==> src/verilog/touch_pkg.sv <==
package touch_pkg;

  // ==========================================================================
  // Register map
  localparam logic [7:0] ADDR_CMD = 8'h00;
  localparam logic [7:0] ADDR_CFG = 8'h04;
  localparam logic [7:0] ADDR_STATUS = 8'h08;
  localparam logic [7:0] ADDR_COORD = 8'h0C;
  localparam logic [7:0] ADDR_REPLY = 8'h10;
  localparam int CMD_ARG_LSB = 8;
  localparam int CFG_DELTA_LSB = 0;
  localparam int CFG_FOCUS_LSB = 8;
  localparam int ST_STANDBY = 0;
  localparam int ST_SPD = 1;
  localparam int ST_MODE_LSB = 4;
  localparam int ST_SHIFT_LSB = 8;
  localparam int ST_PWR_LSB = 12;
  localparam int COORD_Y_LSB = 16;
  localparam int REPLY_VALID = 8;

  // ==========================================================================
  // Host commands and replies
  localparam logic [7:0] OP_SPD_TOGGLE = 8'hA2;
  localparam logic [7:0] OP_WAKE = 8'hA7;
  localparam logic [7:0] OP_STANDBY = 8'hA8;
  localparam logic [7:0] OP_SET_SAMPLES = 8'hBA;
  localparam logic [7:0] OP_SET_MODE = 8'hBB;
  localparam logic [7:0] REPLY_ACK = 8'hCA;

  // ==========================================================================
  // Reset values and limits
  localparam logic RST_SPD_EN = 1'b1;
  localparam logic [2:0] RST_SHIFT = 3'h3;
  localparam logic [2:0] MAX_SHIFT = 3'h5;
  localparam logic [5:0] RST_MAX_DELTA = 6'h08;
  localparam logic [5:0] RST_FOCUS = 6'h04;

  // ==========================================================================
  // Timing
  localparam int CLK_HZ = 20000000;
  localparam int IDLE_TIME_MS = 50;
  localparam int IDLE_CYCLES_DFLT = IDLE_TIME_MS * (CLK_HZ / 1000);

  // ==========================================================================
  // Types
  typedef enum logic [2:0] {
    MODE_STREAM = 3'b001,
    MODE_TOUCHDOWN = 3'b010,
    MODE_LIFTOFF = 3'b100
  } mode_e;

  typedef enum logic [1:0] {
    PWR_RUN = 2'b00,
    PWR_SELF = 2'b01,
    PWR_CMD = 2'b10,
    PWR_PIN = 2'b11
  } pwr_e;

  typedef struct packed {
    logic [9:0] z;
    logic [9:0] y;
    logic [9:0] x;
  } sample_s;

endpackage : touch_pkg

==> src/verilog/touch_filter_power.sv <==
`timescale 1ns/1ns
`default_nettype none

// ============================================================================
// One accumulator lane of the oversampling averager.
module avg_lane
  import touch_pkg::*;
(
  input wire logic clk,
  input wire logic arst_n,
  input wire logic ce,
  input wire logic clr,
  input wire logic en,
  input wire logic last,
  input wire logic [2:0] shift,
  input wire logic [9:0] sample,
  output logic [9:0] mean
);
  logic [14:0] acc_ff;
  logic [14:0] sum;

  always_comb begin
    sum = acc_ff + {5'h00, sample};
    mean = 10'(sum >> shift);
  end

  always_ff @(posedge clk or negedge arst_n) begin
    if (!arst_n) begin
      acc_ff <= 15'h0000;
    end else if (ce) begin
      if (clr) begin
        acc_ff <= 15'h0000;
      end else if (en) begin
        acc_ff <= last ? 15'h0000 : sum;
      end
    end
  end
endmodule : avg_lane

// ============================================================================
// Delta prediction and focus filter for one axis.
module axis_filter
  import touch_pkg::*;
(
  input wire logic clk,
  input wire logic arst_n,
  input wire logic ce,
  input wire logic clr,
  input wire logic in_valid,
  input wire logic commit,
  input wire logic [9:0] in_val,
  input wire logic [5:0] max_delta,
  input wire logic [5:0] focus,
  output logic delta_ok,
  output logic [9:0] out_val
);
  logic [9:0] p1_ff;
  logic [9:0] p2_ff;
  logic [9:0] keep_ff;
  logic keep_vld_ff;
  logic [1:0] fill_ff;
  logic signed [12:0] pred;
  logic signed [12:0] err;
  logic [12:0] err_abs;
  logic [9:0] jit_abs;

  always_comb begin
    pred = $signed({2'b00, p1_ff, 1'b0}) - $signed({3'b000, p2_ff});
    err = $signed({3'b000, in_val}) - pred;
    err_abs = err[12] ? (~err + 13'h0001) : err;
    // Until two coordinates are known there is nothing to predict from.
    delta_ok = (fill_ff != 2'b10) || (err_abs <= {7'h00, max_delta});
    jit_abs = (in_val >= keep_ff) ? (in_val - keep_ff) : (keep_ff - in_val);
    if (focus == 6'h00 || !keep_vld_ff) begin
      out_val = in_val;
    end else if (jit_abs >= {4'h0, focus}) begin
      out_val = in_val;
    end else begin
      out_val = keep_ff;
    end
  end

  always_ff @(posedge clk or negedge arst_n) begin
    if (!arst_n) begin
      p1_ff <= 10'h000;
      p2_ff <= 10'h000;
      fill_ff <= 2'b00;
    end else if (ce) begin
      if (clr) begin
        fill_ff <= 2'b00;
      end else if (in_valid) begin
        p2_ff <= p1_ff;
        p1_ff <= in_val;
        if (fill_ff != 2'b10) begin
          fill_ff <= fill_ff + 2'b01;
        end
      end
    end
  end

  always_ff @(posedge clk or negedge arst_n) begin
    if (!arst_n) begin
      keep_ff <= 10'h000;
      keep_vld_ff <= 1'b0;
    end else if (ce) begin
      if (clr) begin
        keep_vld_ff <= 1'b0;
      end else if (commit && out_val == in_val) begin
        keep_ff <= in_val;
        keep_vld_ff <= 1'b1;
      end
    end
  end
endmodule : axis_filter

// ============================================================================
// Top: averaging, filtering, report modes, power save, APB registers.
module touch_filter_power
  import touch_pkg::*;
#(
  parameter int IDLE_CYCLES = IDLE_CYCLES_DFLT
) (
  input wire logic SYS_CLK,
  input wire logic ARST_N,
  input wire logic CE,
  input wire logic PSEL,
  input wire logic PENABLE,
  input wire logic PWRITE,
  input wire logic [7:0] PADDR,
  input wire logic [31:0] PWDATA,
  output logic [31:0] PRDATA,
  output logic PREADY,
  output logic PSLVERR,
  input wire logic SHUTDOWN_N,
  input wire logic TOUCH,
  input wire logic RX_ACTIVE,
  input wire logic ADC_VALID,
  input wire sample_s ADC_SAMPLE,
  output logic RPT_VALID,
  output sample_s RPT_COORD,
  output logic LED,
  output logic OSC_EN,
  output logic UART_FLUSH,
  output logic STANDBY
);
  pwr_e pwr_ff;
  pwr_e nxt_pwr;
  mode_e mode_ff;
  logic spd_en_ff;
  logic [2:0] shift_ff;
  logic [5:0] max_delta_ff;
  logic [5:0] focus_ff;
  logic [15:0] cmd_ff;
  logic cmd_stb_ff;
  logic [8:0] reply_ff;
  logic [23:0] idle_ff;
  logic [4:0] cnt_ff;
  logic pready_ff;
  logic pslverr_ff;
  logic [31:0] prdata_ff;
  logic avg_valid_ff;
  sample_s avg_ff;
  sample_s avg_mean;
  logic flt_valid_ff;
  sample_s flt_ff;
  sample_s held_ff;
  logic held_vld_ff;
  logic sent_ff;
  logic touch_q_ff;
  logic rpt_valid_ff;
  sample_s rpt_ff;
  logic led_ff;
  logic osc_en_ff;
  logic flush_ff;
  logic standby_ff;
  logic acc_x;
  logic acc_y;
  logic [9:0] fx;
  logic [9:0] fy;
  logic run;
  logic clr_pipe;
  logic wake_flush;
  logic last;
  logic wr_acc;
  logic rd_acc;
  logic mapped;
  logic [7:0] op;
  logic [7:0] arg;
  logic reply_set;

  localparam logic [23:0] IDLE_LIMIT = 24'(IDLE_CYCLES - 1);

  // ==========================================================================
  // APB slave
  assign wr_acc = PSEL && PENABLE && pready_ff && PWRITE;
  assign rd_acc = PSEL && PENABLE && pready_ff && !PWRITE;
  assign mapped = PADDR == ADDR_CMD || PADDR == ADDR_CFG || PADDR == ADDR_STATUS ||
                  PADDR == ADDR_COORD || PADDR == ADDR_REPLY;

  always_ff @(posedge SYS_CLK or negedge ARST_N) begin
    if (!ARST_N) begin
      pready_ff <= 1'b0;
      pslverr_ff <= 1'b0;
      prdata_ff <= 32'h00000000;
    end else if (CE) begin
      // One wait-free access phase: data is prepared during the setup cycle.
      pready_ff <= PSEL && !PENABLE && !pready_ff;
      pslverr_ff <= PSEL && !PENABLE && !mapped;
      prdata_ff <= 32'h00000000;
      if (PSEL && !PENABLE && !PWRITE) begin
        unique case (PADDR)
          ADDR_CMD: prdata_ff <= {16'h0000, cmd_ff};
          ADDR_CFG: prdata_ff <= {18'h00000, focus_ff, 2'b00, max_delta_ff};
          ADDR_STATUS: prdata_ff <= {18'h00000, pwr_ff, 1'b0, shift_ff, 1'b0, mode_ff,
                                     2'b00, spd_en_ff, standby_ff};
          ADDR_COORD: prdata_ff <= {6'h00, rpt_ff.y, 6'h00, rpt_ff.x};
          ADDR_REPLY: prdata_ff <= {23'h000000, reply_ff};
          default: prdata_ff <= 32'h00000000;
        endcase
      end
    end
  end

  always_ff @(posedge SYS_CLK or negedge ARST_N) begin
    if (!ARST_N) begin
      cmd_ff <= 16'h0000;
      cmd_stb_ff <= 1'b0;
      max_delta_ff <= RST_MAX_DELTA;
      focus_ff <= RST_FOCUS;
    end else if (CE) begin
      cmd_stb_ff <= 1'b0;
      if (wr_acc && PADDR == ADDR_CMD) begin
        cmd_ff <= PWDATA[15:0];
        cmd_stb_ff <= 1'b1;
      end
      if (wr_acc && PADDR == ADDR_CFG) begin
        max_delta_ff <= PWDATA[CFG_DELTA_LSB +: 6];
        focus_ff <= PWDATA[CFG_FOCUS_LSB +: 6];
      end
    end
  end

  // ==========================================================================
  // Command execution
  assign op = cmd_ff[7:0];
  assign arg = cmd_ff[CMD_ARG_LSB +: 8];
  assign run = pwr_ff == PWR_RUN;
  // Outside run state only the wake command is decoded.
  assign reply_set = cmd_stb_ff && run && op != OP_WAKE;

  always_ff @(posedge SYS_CLK or negedge ARST_N) begin
    if (!ARST_N) begin
      spd_en_ff <= RST_SPD_EN;
      mode_ff <= MODE_STREAM;
      shift_ff <= RST_SHIFT;
    end else if (CE) begin
      if (cmd_stb_ff && run) begin
        if (op == OP_SPD_TOGGLE) begin
          spd_en_ff <= !spd_en_ff;
        end
        if (op == OP_SET_MODE) begin
          unique case (arg)
            8'h01: mode_ff <= MODE_STREAM;
            8'h02: mode_ff <= MODE_TOUCHDOWN;
            8'h04: mode_ff <= MODE_LIFTOFF;
            default: mode_ff <= mode_ff;
          endcase
        end
        if (op == OP_SET_SAMPLES) begin
          unique case (arg)
            8'h01: shift_ff <= 3'h0;
            8'h02: shift_ff <= 3'h1;
            8'h04: shift_ff <= 3'h2;
            8'h08: shift_ff <= 3'h3;
            8'h10: shift_ff <= 3'h4;
            8'h20: shift_ff <= MAX_SHIFT;
            default: shift_ff <= shift_ff;
          endcase
        end
      end
    end
  end

  always_ff @(posedge SYS_CLK or negedge ARST_N) begin
    if (!ARST_N) begin
      reply_ff <= 9'h000;
    end else if (CE) begin
      // A new reply beats a read-clear or a flush in the same cycle.
      if (reply_set) begin
        reply_ff <= {1'b1, REPLY_ACK};
      end else if ((rd_acc && PADDR == ADDR_REPLY) || wake_flush) begin
        reply_ff <= 9'h000;
      end
    end
  end

  // ==========================================================================
  // Power save state machine
  always_comb begin
    nxt_pwr = pwr_ff;
    wake_flush = 1'b0;
    if (!SHUTDOWN_N) begin
      nxt_pwr = PWR_PIN;
    end else begin
      unique case (pwr_ff)
        PWR_RUN: begin
          if (cmd_stb_ff && op == OP_STANDBY) begin
            nxt_pwr = PWR_CMD;
          end else if (spd_en_ff && idle_ff == IDLE_LIMIT) begin
            nxt_pwr = PWR_SELF;
          end
        end
        PWR_SELF: begin
          if (TOUCH || RX_ACTIVE || cmd_stb_ff) begin
            nxt_pwr = PWR_RUN;
          end
        end
        PWR_CMD: begin
          if ((cmd_stb_ff && op == OP_WAKE) || (spd_en_ff && TOUCH)) begin
            nxt_pwr = PWR_RUN;
            wake_flush = 1'b1;
          end
        end
        PWR_PIN: begin
          nxt_pwr = PWR_RUN;
          wake_flush = 1'b1;
        end
      endcase
    end
  end

  always_ff @(posedge SYS_CLK or negedge ARST_N) begin
    if (!ARST_N) begin
      pwr_ff <= PWR_RUN;
      idle_ff <= 24'h000000;
    end else if (CE) begin
      pwr_ff <= nxt_pwr;
      if (!run || TOUCH || RX_ACTIVE || cmd_stb_ff || (PSEL && PENABLE)) begin
        idle_ff <= 24'h000000;
      end else if (idle_ff != IDLE_LIMIT) begin
        idle_ff <= idle_ff + 24'h000001;
      end
    end
  end

  always_ff @(posedge SYS_CLK or negedge ARST_N) begin
    if (!ARST_N) begin
      led_ff <= 1'b0;
      osc_en_ff <= 1'b1;
      standby_ff <= 1'b0;
      flush_ff <= 1'b0;
    end else if (CE) begin
      led_ff <= nxt_pwr != PWR_RUN;
      osc_en_ff <= nxt_pwr == PWR_RUN;
      standby_ff <= nxt_pwr != PWR_RUN;
      flush_ff <= wake_flush;
    end
  end

  // ==========================================================================
  // Oversampling averager
  // Standby drops any half-built average so a stale partial sum cannot leak out.
  assign clr_pipe = !run || wake_flush;
  assign last = cnt_ff == 5'((6'h01 << shift_ff) - 6'h01);

  always_ff @(posedge SYS_CLK or negedge ARST_N) begin
    if (!ARST_N) begin
      cnt_ff <= 5'h00;
    end else if (CE) begin
      if (clr_pipe) begin
        cnt_ff <= 5'h00;
      end else if (ADC_VALID) begin
        cnt_ff <= last ? 5'h00 : cnt_ff + 5'h01;
      end
    end
  end

  avg_lane u_avg_x (.clk(SYS_CLK), .arst_n(ARST_N), .ce(CE), .clr(clr_pipe),
    .en(ADC_VALID), .last(last), .shift(shift_ff), .sample(ADC_SAMPLE.x),
    .mean(avg_mean.x));
  avg_lane u_avg_y (.clk(SYS_CLK), .arst_n(ARST_N), .ce(CE), .clr(clr_pipe),
    .en(ADC_VALID), .last(last), .shift(shift_ff), .sample(ADC_SAMPLE.y),
    .mean(avg_mean.y));
  avg_lane u_avg_z (.clk(SYS_CLK), .arst_n(ARST_N), .ce(CE), .clr(clr_pipe),
    .en(ADC_VALID), .last(last), .shift(shift_ff), .sample(ADC_SAMPLE.z),
    .mean(avg_mean.z));

  always_ff @(posedge SYS_CLK or negedge ARST_N) begin
    if (!ARST_N) begin
      avg_valid_ff <= 1'b0;
      avg_ff <= '0;
    end else if (CE) begin
      avg_valid_ff <= !clr_pipe && ADC_VALID && last;
      if (!clr_pipe && ADC_VALID && last) begin
        avg_ff <= avg_mean;
      end
    end
  end

  // ==========================================================================
  // Delta and focus filters
  axis_filter u_flt_x (.clk(SYS_CLK), .arst_n(ARST_N), .ce(CE), .clr(clr_pipe),
    .in_valid(avg_valid_ff), .commit(avg_valid_ff && acc_x && acc_y),
    .in_val(avg_ff.x), .max_delta(max_delta_ff), .focus(focus_ff),
    .delta_ok(acc_x), .out_val(fx));
  axis_filter u_flt_y (.clk(SYS_CLK), .arst_n(ARST_N), .ce(CE), .clr(clr_pipe),
    .in_valid(avg_valid_ff), .commit(avg_valid_ff && acc_x && acc_y),
    .in_val(avg_ff.y), .max_delta(max_delta_ff), .focus(focus_ff),
    .delta_ok(acc_y), .out_val(fy));

  always_ff @(posedge SYS_CLK or negedge ARST_N) begin
    if (!ARST_N) begin
      flt_valid_ff <= 1'b0;
      flt_ff <= '0;
    end else if (CE) begin
      flt_valid_ff <= avg_valid_ff && acc_x && acc_y && !clr_pipe;
      if (avg_valid_ff && acc_x && acc_y) begin
        flt_ff <= '{z: avg_ff.z, y: fy, x: fx};
      end
    end
  end

  // ==========================================================================
  // Report modes
  always_ff @(posedge SYS_CLK or negedge ARST_N) begin
    if (!ARST_N) begin
      touch_q_ff <= 1'b0;
      sent_ff <= 1'b0;
      held_vld_ff <= 1'b0;
      held_ff <= '0;
      rpt_valid_ff <= 1'b0;
      rpt_ff <= '0;
    end else if (CE) begin
      touch_q_ff <= TOUCH && run;
      rpt_valid_ff <= 1'b0;
      if (!TOUCH || clr_pipe) begin
        sent_ff <= 1'b0;
      end
      if (clr_pipe) begin
        held_vld_ff <= 1'b0;
      end else begin
        unique case (mode_ff)
          MODE_STREAM: begin
            if (flt_valid_ff && TOUCH) begin
              rpt_valid_ff <= 1'b1;
              rpt_ff <= flt_ff;
            end
          end
          MODE_TOUCHDOWN: begin
            if (flt_valid_ff && TOUCH && !sent_ff) begin
              rpt_valid_ff <= 1'b1;
              rpt_ff <= flt_ff;
              sent_ff <= 1'b1;
            end
          end
          MODE_LIFTOFF: begin
            if (flt_valid_ff && TOUCH) begin
              held_ff <= flt_ff;
              held_vld_ff <= 1'b1;
            end else if (touch_q_ff && !TOUCH && held_vld_ff) begin
              rpt_valid_ff <= 1'b1;
              rpt_ff <= held_ff;
              held_vld_ff <= 1'b0;
            end
          end
          default: rpt_valid_ff <= 1'b0;
        endcase
      end
    end
  end

  // ==========================================================================
  // Outputs
  assign PRDATA = prdata_ff;
  assign PREADY = pready_ff;
  assign PSLVERR = pslverr_ff;
  assign RPT_VALID = rpt_valid_ff;
  assign RPT_COORD = rpt_ff;
  assign LED = led_ff;
  assign OSC_EN = osc_en_ff;
  assign UART_FLUSH = flush_ff;
  assign STANDBY = standby_ff;

endmodule : touch_filter_power

`default_nettype wire

==> config.mk <==
export PLATFORM = sky130hd
export DESIGN_NAME = touch_filter_power
export DESIGN_NICKNAME = d
export VERILOG_FILES = /design/src/verilog/touch_pkg.sv /design/src/verilog/touch_filter_power.sv
export SDC_FILE = /design/constraint.sdc
export NUM_CORES = 1
export LEC_CHECK = 0
export BUFFER_PORTS_ARGS = -buffer_cell sky130_fd_sc_hd__buf_2
export CORE_MARGIN = 2
export CORE_UTILIZATION = 60
export DETAILED_ROUTE_END_ITERATION = 8
export MAX_ROUTING_LAYER = met4
export PLACE_DENSITY = 0.76
export SYNTH_ARGS = -nofsm -noshare
export SYNTH_HDL_FRONTEND = slang
export SYNTH_SLANG_ARGS = --single-unit
==> constraint.sdc <==
create_clock -name SYS_CLK -period 9.85 [get_ports SYS_CLK]
set_input_delay 0.4925 -clock SYS_CLK [delete_from_list [all_inputs] [get_ports SYS_CLK]]
set_output_delay 0.4925 -clock SYS_CLK [all_outputs]
set_load 0.05 [all_outputs]
==> results of run 1 <==
[sequential cells by signal, summed over array words and instances (netlist names), 15 cells and up]
register	flops
RPT_COORD	30
avg_ff	30
flt_ff	30
held_ff	30
PRDATA	26
idle_ff	24
cmd_ff	16
u_avg_x.acc_ff	15
u_avg_y.acc_ff	15
u_avg_z.acc_ff	15
[final cells by class]
| type | count | area [µm²] |
|---|---|---|
| clock inverter | 13 | 141.4 |
| sequential | 336 | 8417 |
| multi-input combinational | 1740 | 12480 |
| tap | 461 | 576.8 |
| clock buffer | 53 | 1117 |
| inverter | 125 | 469.2 |
| fill | 2809 | 11660 |
| timing repair buffer | 145 | 795.8 |
[placed cells by master (no fill, tap or decap), types with 23 or more instances in the layout]
master / Yosys / routed
a211oi_1: 26 / 26
a21o_1: 34 / 34
a21oi_1: 183 / 183
a22o_1: 34 / 34
buf_2: 7 / 125
clkbuf_16: 0 / 38
dfrtp_1: 329 / 329
ha_1: 137 / 137
inv_1: 122 / 122
mux2_2: 100 / 100
mux2i_1: 115 / 115
nand2_1: 182 / 182
nand2b_1: 23 / 23
nand3_1: 42 / 41
nor2_1: 178 / 175
nor3_1: 34 / 34
o21ai_0: 175 / 175
o31ai_1: 25 / 25
xnor2_1: 69 / 69
xor2_1: 69 / 69
[through the flow]
step	area (µm²)	util, %	hold WS [ps]
after floorplan	21770	-	196.9
after global placement	22740	63.78	458.9
after detailed placement	22740	63.78	464.2
after CTS	24000	67.31	17.98
after global routing	24000	67.31	56.54
final	24000	67.31	-46.25
[critical path, delay by kind of cell, from the launching register on]
family                     cells  cell delay [ps]
AOI/OAI and AO/OA             15             3590
and+or+nand+nor               10             1540
adders and majority gates      3              930
muxes                          1              420
buffers and inverters          2              410
DFF                            1              380
xor gates and xnor gates       1              100
[cells in the mapped netlist (8+ instances only)]
cell       instances  area share (%)
nand3_1           42            0.97
or3_1             11            0.32
mux2_2           100             5.2
o21bai_1          11            0.38
nor3_1            34            0.78
ha_1             137             7.9
xor2_1            69             2.8
mux2i_1          115             5.3
o22ai_1            8            0.23
nand2_1          182             3.1
a211oi_1          26            0.90
o21ai_0          175             4.0
nor2b_1           15            0.43
a31oi_1           11            0.32
o31ai_1           25            0.86
or2_2             12            0.35
nor4_1            13            0.37
buf_4              9            0.31
o2bb2ai_1         14            0.56
o211ai_1          12            0.41
nand4_1           21            0.60
a22o_1            34             1.4
dfrtp_1          329              38
nand2b_1          23            0.66
and3_1            18            0.52
o21a_1            14            0.48
a21o_1            34             1.2
a2111oi_0          8            0.32
a22oi_1           14            0.48
fa_1              11             1.0
inv_1            122             2.1
xnor2_1           69             2.8
a21oi_1          183             4.2
buf_1             13            0.22
clkbuf_1          78             1.3
nor2_1           178             3.1
[path summary, 6_finish.rpt]
path,startpoint,end,slack [ps]
min reg2reg,OSC_EN$_DFFE_PN1P_,OSC_EN$_DFFE_PN1P_,470
max,u_flt_y.p2_ff[1]$_DFFE_PN0P_,u_flt_x.keep_ff[9]$_DFFE_PN0P_,2330
min,ARST_N,PRDATA[1]$_DFFE_PN0P_,-50
max reg2reg,u_flt_y.p2_ff[1]$_DFFE_PN0P_,u_flt_x.keep_ff[9]$_DFFE_PN0P_,2330
min in group SYS_CLK,PWDATA[14],cmd_ff[14]$_DFFE_PN0P_,150
max in group asynchronous,ARST_N,u_avg_z.acc_ff[10]$_DFFE_PN0P_,7810
[power groups by stage]
| stage | sequential (mW) | combinational, mW | clock [mW] |
|---|---|---|---|
| 2_1_floorplan | 1.79 | 2.86 | 0 |
| 3_3_place_gp | 1.83 | 3.50 | 0 |
| 3_5_place_dp | 1.84 | 3.62 | 0 |
| 4_1_cts | 1.82 | 3.65 | 1.45 |
| 5_1_grt | 1.85 | 4.15 | 1.50 |
| 6_report | 1.82 | 3.69 | 1.43 |
[per-layer routing]
metal | wire length, µm | track usage (%) | part of all wire (%) | up-vias
li1 | - | - | - | 8454
met4 | 1466 | 10.09 | 2.6 | 0
met2 | 26270 | 49.40 | 47 | 558
met5 | 0 | - | 0 | -
met3 | 3267 | 4.112 | 5.9 | 101
met1 | 24660 | 40.20 | 44 | 8699
[kinds of logic (layout without fill, tap and decap cells)]
| family | Yosys count | count (layout) | share of synthesized area (%) |
|---|---|---|---|
| flip-flops | 336 | 336 | 38.69 |
| adder cells (fa/ha/maj) | 148 | 148 | 8.893 |
| other | 1 | 6 | 0.01724 |
| AND/OR/NAND/NOR | 589 | 589 | 12.75 |
| AO/OA/AOI/OAI | 637 | 637 | 18.65 |
| buffers and inverters | 234 | 336 | 4.303 |
| multiplexers | 222 | 222 | 11.14 |
| XOR/XNOR | 138 | 138 | 5.557 |
==> flow_summary.yaml, run 1 <==
run_status:
  outcome: "finished, violations left"
  violations: "design-rule violations, negative hold slack"
cts:
  cts-hold-fix-buffers: 0
  cts_resized: 0
  cts_root_buf: "clkbuf_16"
  numClockSinks: 336
  clk_latency_ps: 570
  cts_tree: "built"
  htreeDepth: 2
  clk_pin_slew_ps: 70
  cts_buffers: 38
  cts.path.max_buffers: 3
  postCtsSetupRepairBufs: 0
synth:
  synth_edf_count: 0
  netlist_area_mm2: 0.02175
  synth_cell_types: 86
  synth_seq_cells: 336
  ys_async_sr_fraction_pct: 100.0
  ys_seq_area_share_pct: 38.69
  yosys_warnings: 0
  synth_area_per_cell_um2: 9.437
  syn_inst: 2305
  synth_flop_cell: "dfrtp_1"
pwr:
  power.switching_mw: 2.958
  total_power_mw: 6.940
  p_clk_share_pct: 20.6
  switching_share_pct: 42.63
  power_frac_comb_pct: 53.2
  power_density_mw_per_mm2: 289.2
  vdd_drop_max_v: 0.0001969
  p_leak_nw: 11.43
  seqPwrFrac_pct: 26.2
  p_int_mw: 3.981
run:
  drv_cap: 0
floorplan:
  coreArea_mm2: 0.03566
  die-area_mm2: 0.03779
  core.rowCount: 69
  die-height_um: 194.4
  initial_core_util_pct: 61.01
  io_pins: 149
  die_x_um: 194.4
grt:
  grt_max_degree: 149
  grt-ovfl-total: 0
  grtUsageTotal_pct: 30.62
  grt_pass1_vias: 17712
  antenna_found_initial: 1
  grt_pass1_wl_um: 91340
timing:
  relSlewSlack_pct: 24.55
  fin_skew_ps: 29.65
  finalSetupViolCount: 0
  setup_slack_ps: 2333
  period_share_pct: 76.31
  rsz0062_at_grt: "no"
  tns_ps: 0
  slew_violations: 0
  max_clock_freq_mhz: 133.0
  worstMarginPinSlew_ps: 1130
  final_hold_viol_count: 9
  finalCriticalPeriod_ps: 7517
  fin_hold_ws_ps: -46.25
setup_path:
  critPathKind: "flip-flop to flip-flop"
  cp_max_fo: 53
  cp-end-kind: "flip-flop"
  slowest_delay_ps: 990
  cp_slowest_cell: "a211oi_2"
  crit_top_cell: "a21oi_1"
  arrival_ps: 7970
  crit_required_ps: 10310
  r2r_cells: 32
  cp-start-kind: "flip-flop"
layout:
  area_delta_synth_final_pct: 10.32
  antennaDiodeCount: 0
  drive_above_1_share_pct: 15.17
  final_cell_count_no_fill: 2873
  nets: 2614
route:
  drt_iter0_drc: 1378
  wire_per_inst_um: 19.37
  wl_um: 55660
  drtPass1Iterations: 8
  drt-vias-per-instance: 6.200
  drc: 14
  vias: 17812
  ant_nets: 0
placement:
  dp.cells: 2807
  place_hpwl_um: 40180
  gp_congestion: 0.9098
  place_worst_setup_slack_ps: 2400
  io_buffers: 126
hold_path:
  holdCritPathClass: "input pin to async pin"
(Power assumes the default switching activity.)
==> inputs of run 2 (changes only) <==
==> constraint.sdc (replaced) <==
create_clock -name SYS_CLK -period 7.5 [get_ports SYS_CLK]
set_input_delay 0.375 -clock SYS_CLK [delete_from_list [all_inputs] [get_ports SYS_CLK]]
set_output_delay 0.375 -clock SYS_CLK [all_outputs]
set_load 0.05 [all_outputs]
==> run 2 against run 1 <==
Net effect: the run ends with design-rule violations left; flip-flop and latch count is the same; sequential power grew 31%; global-route usage shrank 0.14 points; core utilization is essentially flat; combinational power grew 32%; critical path depth is the same; fmax grew 12%; routed wire length shrank 0.35%; clock power grew 29%.
==> flow_summary.yaml, run 2 (synthesis gave the netlist of run 1 again) <==
timing:
  tns_ps: 0
  finalCriticalPeriod_ps: 6735
  max_clock_freq_mhz: 148.5
  relSlewSlack_pct: 34.90
  period_share_pct: 89.80
  slew_violations: 0
  worstMarginPinSlew_ps: 976.6
  rsz0062_at_grt: "no"
  finalSetupViolCount: 0
  setup_slack_ps: 764.7
  fin_skew_ps: 25.46
  final_hold_viol_count: 0
run_status:
  outcome: "finished, violations left"
  violations: "design-rule violations"
route:
  wl_um: 55470
  vias: 17721
  drt-vias-per-instance: 6.153
  drc: 14
  wire_per_inst_um: 19.26
  drtPass1Iterations: 9
  drt_iter0_drc: 1402
  ant_nets: 0
pwr:
  vdd_drop_max_v: 0.0002097
  p_clk_share_pct: 20.3
  p_int_mw: 5.189
  seqPwrFrac_pct: 26.3
  power_frac_comb_pct: 53.4
  power_density_mw_per_mm2: 379.8
  switching_share_pct: 43.07
  power.switching_mw: 3.925
  p_leak_nw: 11.42
floorplan:
  io_pins: 149
  die_x_um: 194.4
  initial_core_util_pct: 61.01
  die-height_um: 194.4
  coreArea_mm2: 0.03566
  core.rowCount: 69
  die-area_mm2: 0.03779
cts:
  htreeDepth: 2
  cts-hold-fix-buffers: 1
  cts.path.max_buffers: 3
  cts_resized: 0
  cts_buffers: 38
  clk_latency_ps: 570
  cts_root_buf: "clkbuf_16"
  cts_tree: "built"
  clk_pin_slew_ps: 60
  numClockSinks: 336
  postCtsSetupRepairBufs: 0
layout:
  multi_input_area_mm2: 0.01248
  drive_above_1_share_pct: 15.13
  fillers: 2814
  area_delta_synth_final_pct: 10.31
  nets: 2617
  final_common_cell: "dfrtp_1"
  register_area_mm2: 0.008417
  antennaDiodeCount: 0
  mostFrequentLayoutCells: "329 x dfrtp_1, 183 x a21oi_1, 182 x nand2_1"
  final_cell_count_no_fill: 2880
placement:
  dp.cells: 2809
  io_buffers: 126
  place_worst_setup_slack_ps: 863.9
  gp_congestion: 0.9435
  place_hpwl_um: 40450
grt:
  grt_max_degree: 157
  grt_pass1_wl_um: 90270
  grtUsageTotal_pct: 30.48
  grt-ovfl-total: 0
  grt_pass1_vias: 16973
  antenna_found_initial: 1
setup_path:
  cp_max_fo: 7
  critPathKind: "flip-flop to flip-flop"
  reg2reg_slack_ps: 760
  cp-start-kind: "flip-flop"
  cp-end-kind: "flip-flop"
  cp_slowest_cell: "a211oi_2"
  crit_required_ps: 7970
  crit_top_cell: "a21oi_1"
  slowest_delay_ps: 500
  arrival_ps: 7210
run:
  drv_cap: 0
hold_path:
  holdCritPathClass: "input pin to flip-flop"
-- run 2: changes by cell type in the layout (fill, tap and decap cells not counted) --
cell and delta:
clkbuf_8 -5, clkbuf_1 +6, clkinv_2 +2, buf_4 +2, dlygate4sd3_1 +1, clkinvlp_4 +1
-- run 2: through the flow --
stage | instance area [µm²] | hold slack [ps] | utilization (%) | total power, mW
6_report | 23990 | 33.00 | 67.29 | 9.114
5_1_grt | 23990 | 27.74 | 67.29 | 9.822
4_1_cts | 23990 | 17.21 | 67.29 | 9.087
3_5_place_dp | 22750 | 466.5 | 63.82 | 7.203
3_3_place_gp | 22750 | 459.3 | 63.82 | 7.058
2_1_floorplan | 21770 | 79.41 | - | 6.099
-- run 2: path summary, 6_finish.rpt --
path,from,cells past startpoint,end
max,u_flt_y.p2_ff[1]$_DFFE_PN0P_,32,u_flt_x.keep_ff[3]$_DFFE_PN0P_
min,PWDATA[15],2,cmd_ff[15]$_DFFE_PN0P_
max reg2reg,u_flt_y.p2_ff[1]$_DFFE_PN0P_,32,u_flt_x.keep_ff[3]$_DFFE_PN0P_
min reg2reg,OSC_EN$_DFFE_PN1P_,2,OSC_EN$_DFFE_PN1P_
max in group asynchronous,ARST_N,3,u_flt_y.p2_ff[9]$_DFFE_PN0P_
min in group asynchronous,ARST_N,2,mode_ff[2]$_DFFE_PN0P_
-- run 2: worst max-delay path, delay by kind of cell, from the launching register on --
| family | cells | cell delay (ps) |
|---|---|---|
| flip-flops | 1 | 370 |
| adder cells (fa/ha/maj) | 3 | 930 |
| multiplexers | 1 | 210 |
| AO/OA/AOI/OAI | 15 | 3120 |
| XOR/XNOR | 1 | 90 |
| buffers and inverters | 2 | 350 |
| AND/OR/NAND/NOR | 10 | 1600 |
-- run 2: final cells by class --
class	count	share of cell area, %
multi-input combinational	1740	52.02
sequential	336	35.08
clock buffer	54	4.464
timing repair buffer	148	3.421
tap	461	2.404
inverter	125	1.955
clock inverter	16	0.6622
-- run 2: per-layer routing --
layer  vias up  GRT usage, %  share of wire, %
li1       8462             -                 -
met2       547         48.01                46
met4         0         8.490               2.2
met3        90         4.095               5.9
met5         -             -                 0
met1      8622         41.64                46
-- run 2: power by group through the flow --
stage          sequential (mW)  clock [mW]  combinational [mW]
5_1_grt                   2.43        1.96                5.43
3_3_place_gp              2.41           0                4.65
4_1_cts                   2.39        1.87                4.82
2_1_floorplan             2.35           0                3.75
6_report                  2.39        1.85                4.87
3_5_place_dp              2.42           0                4.78
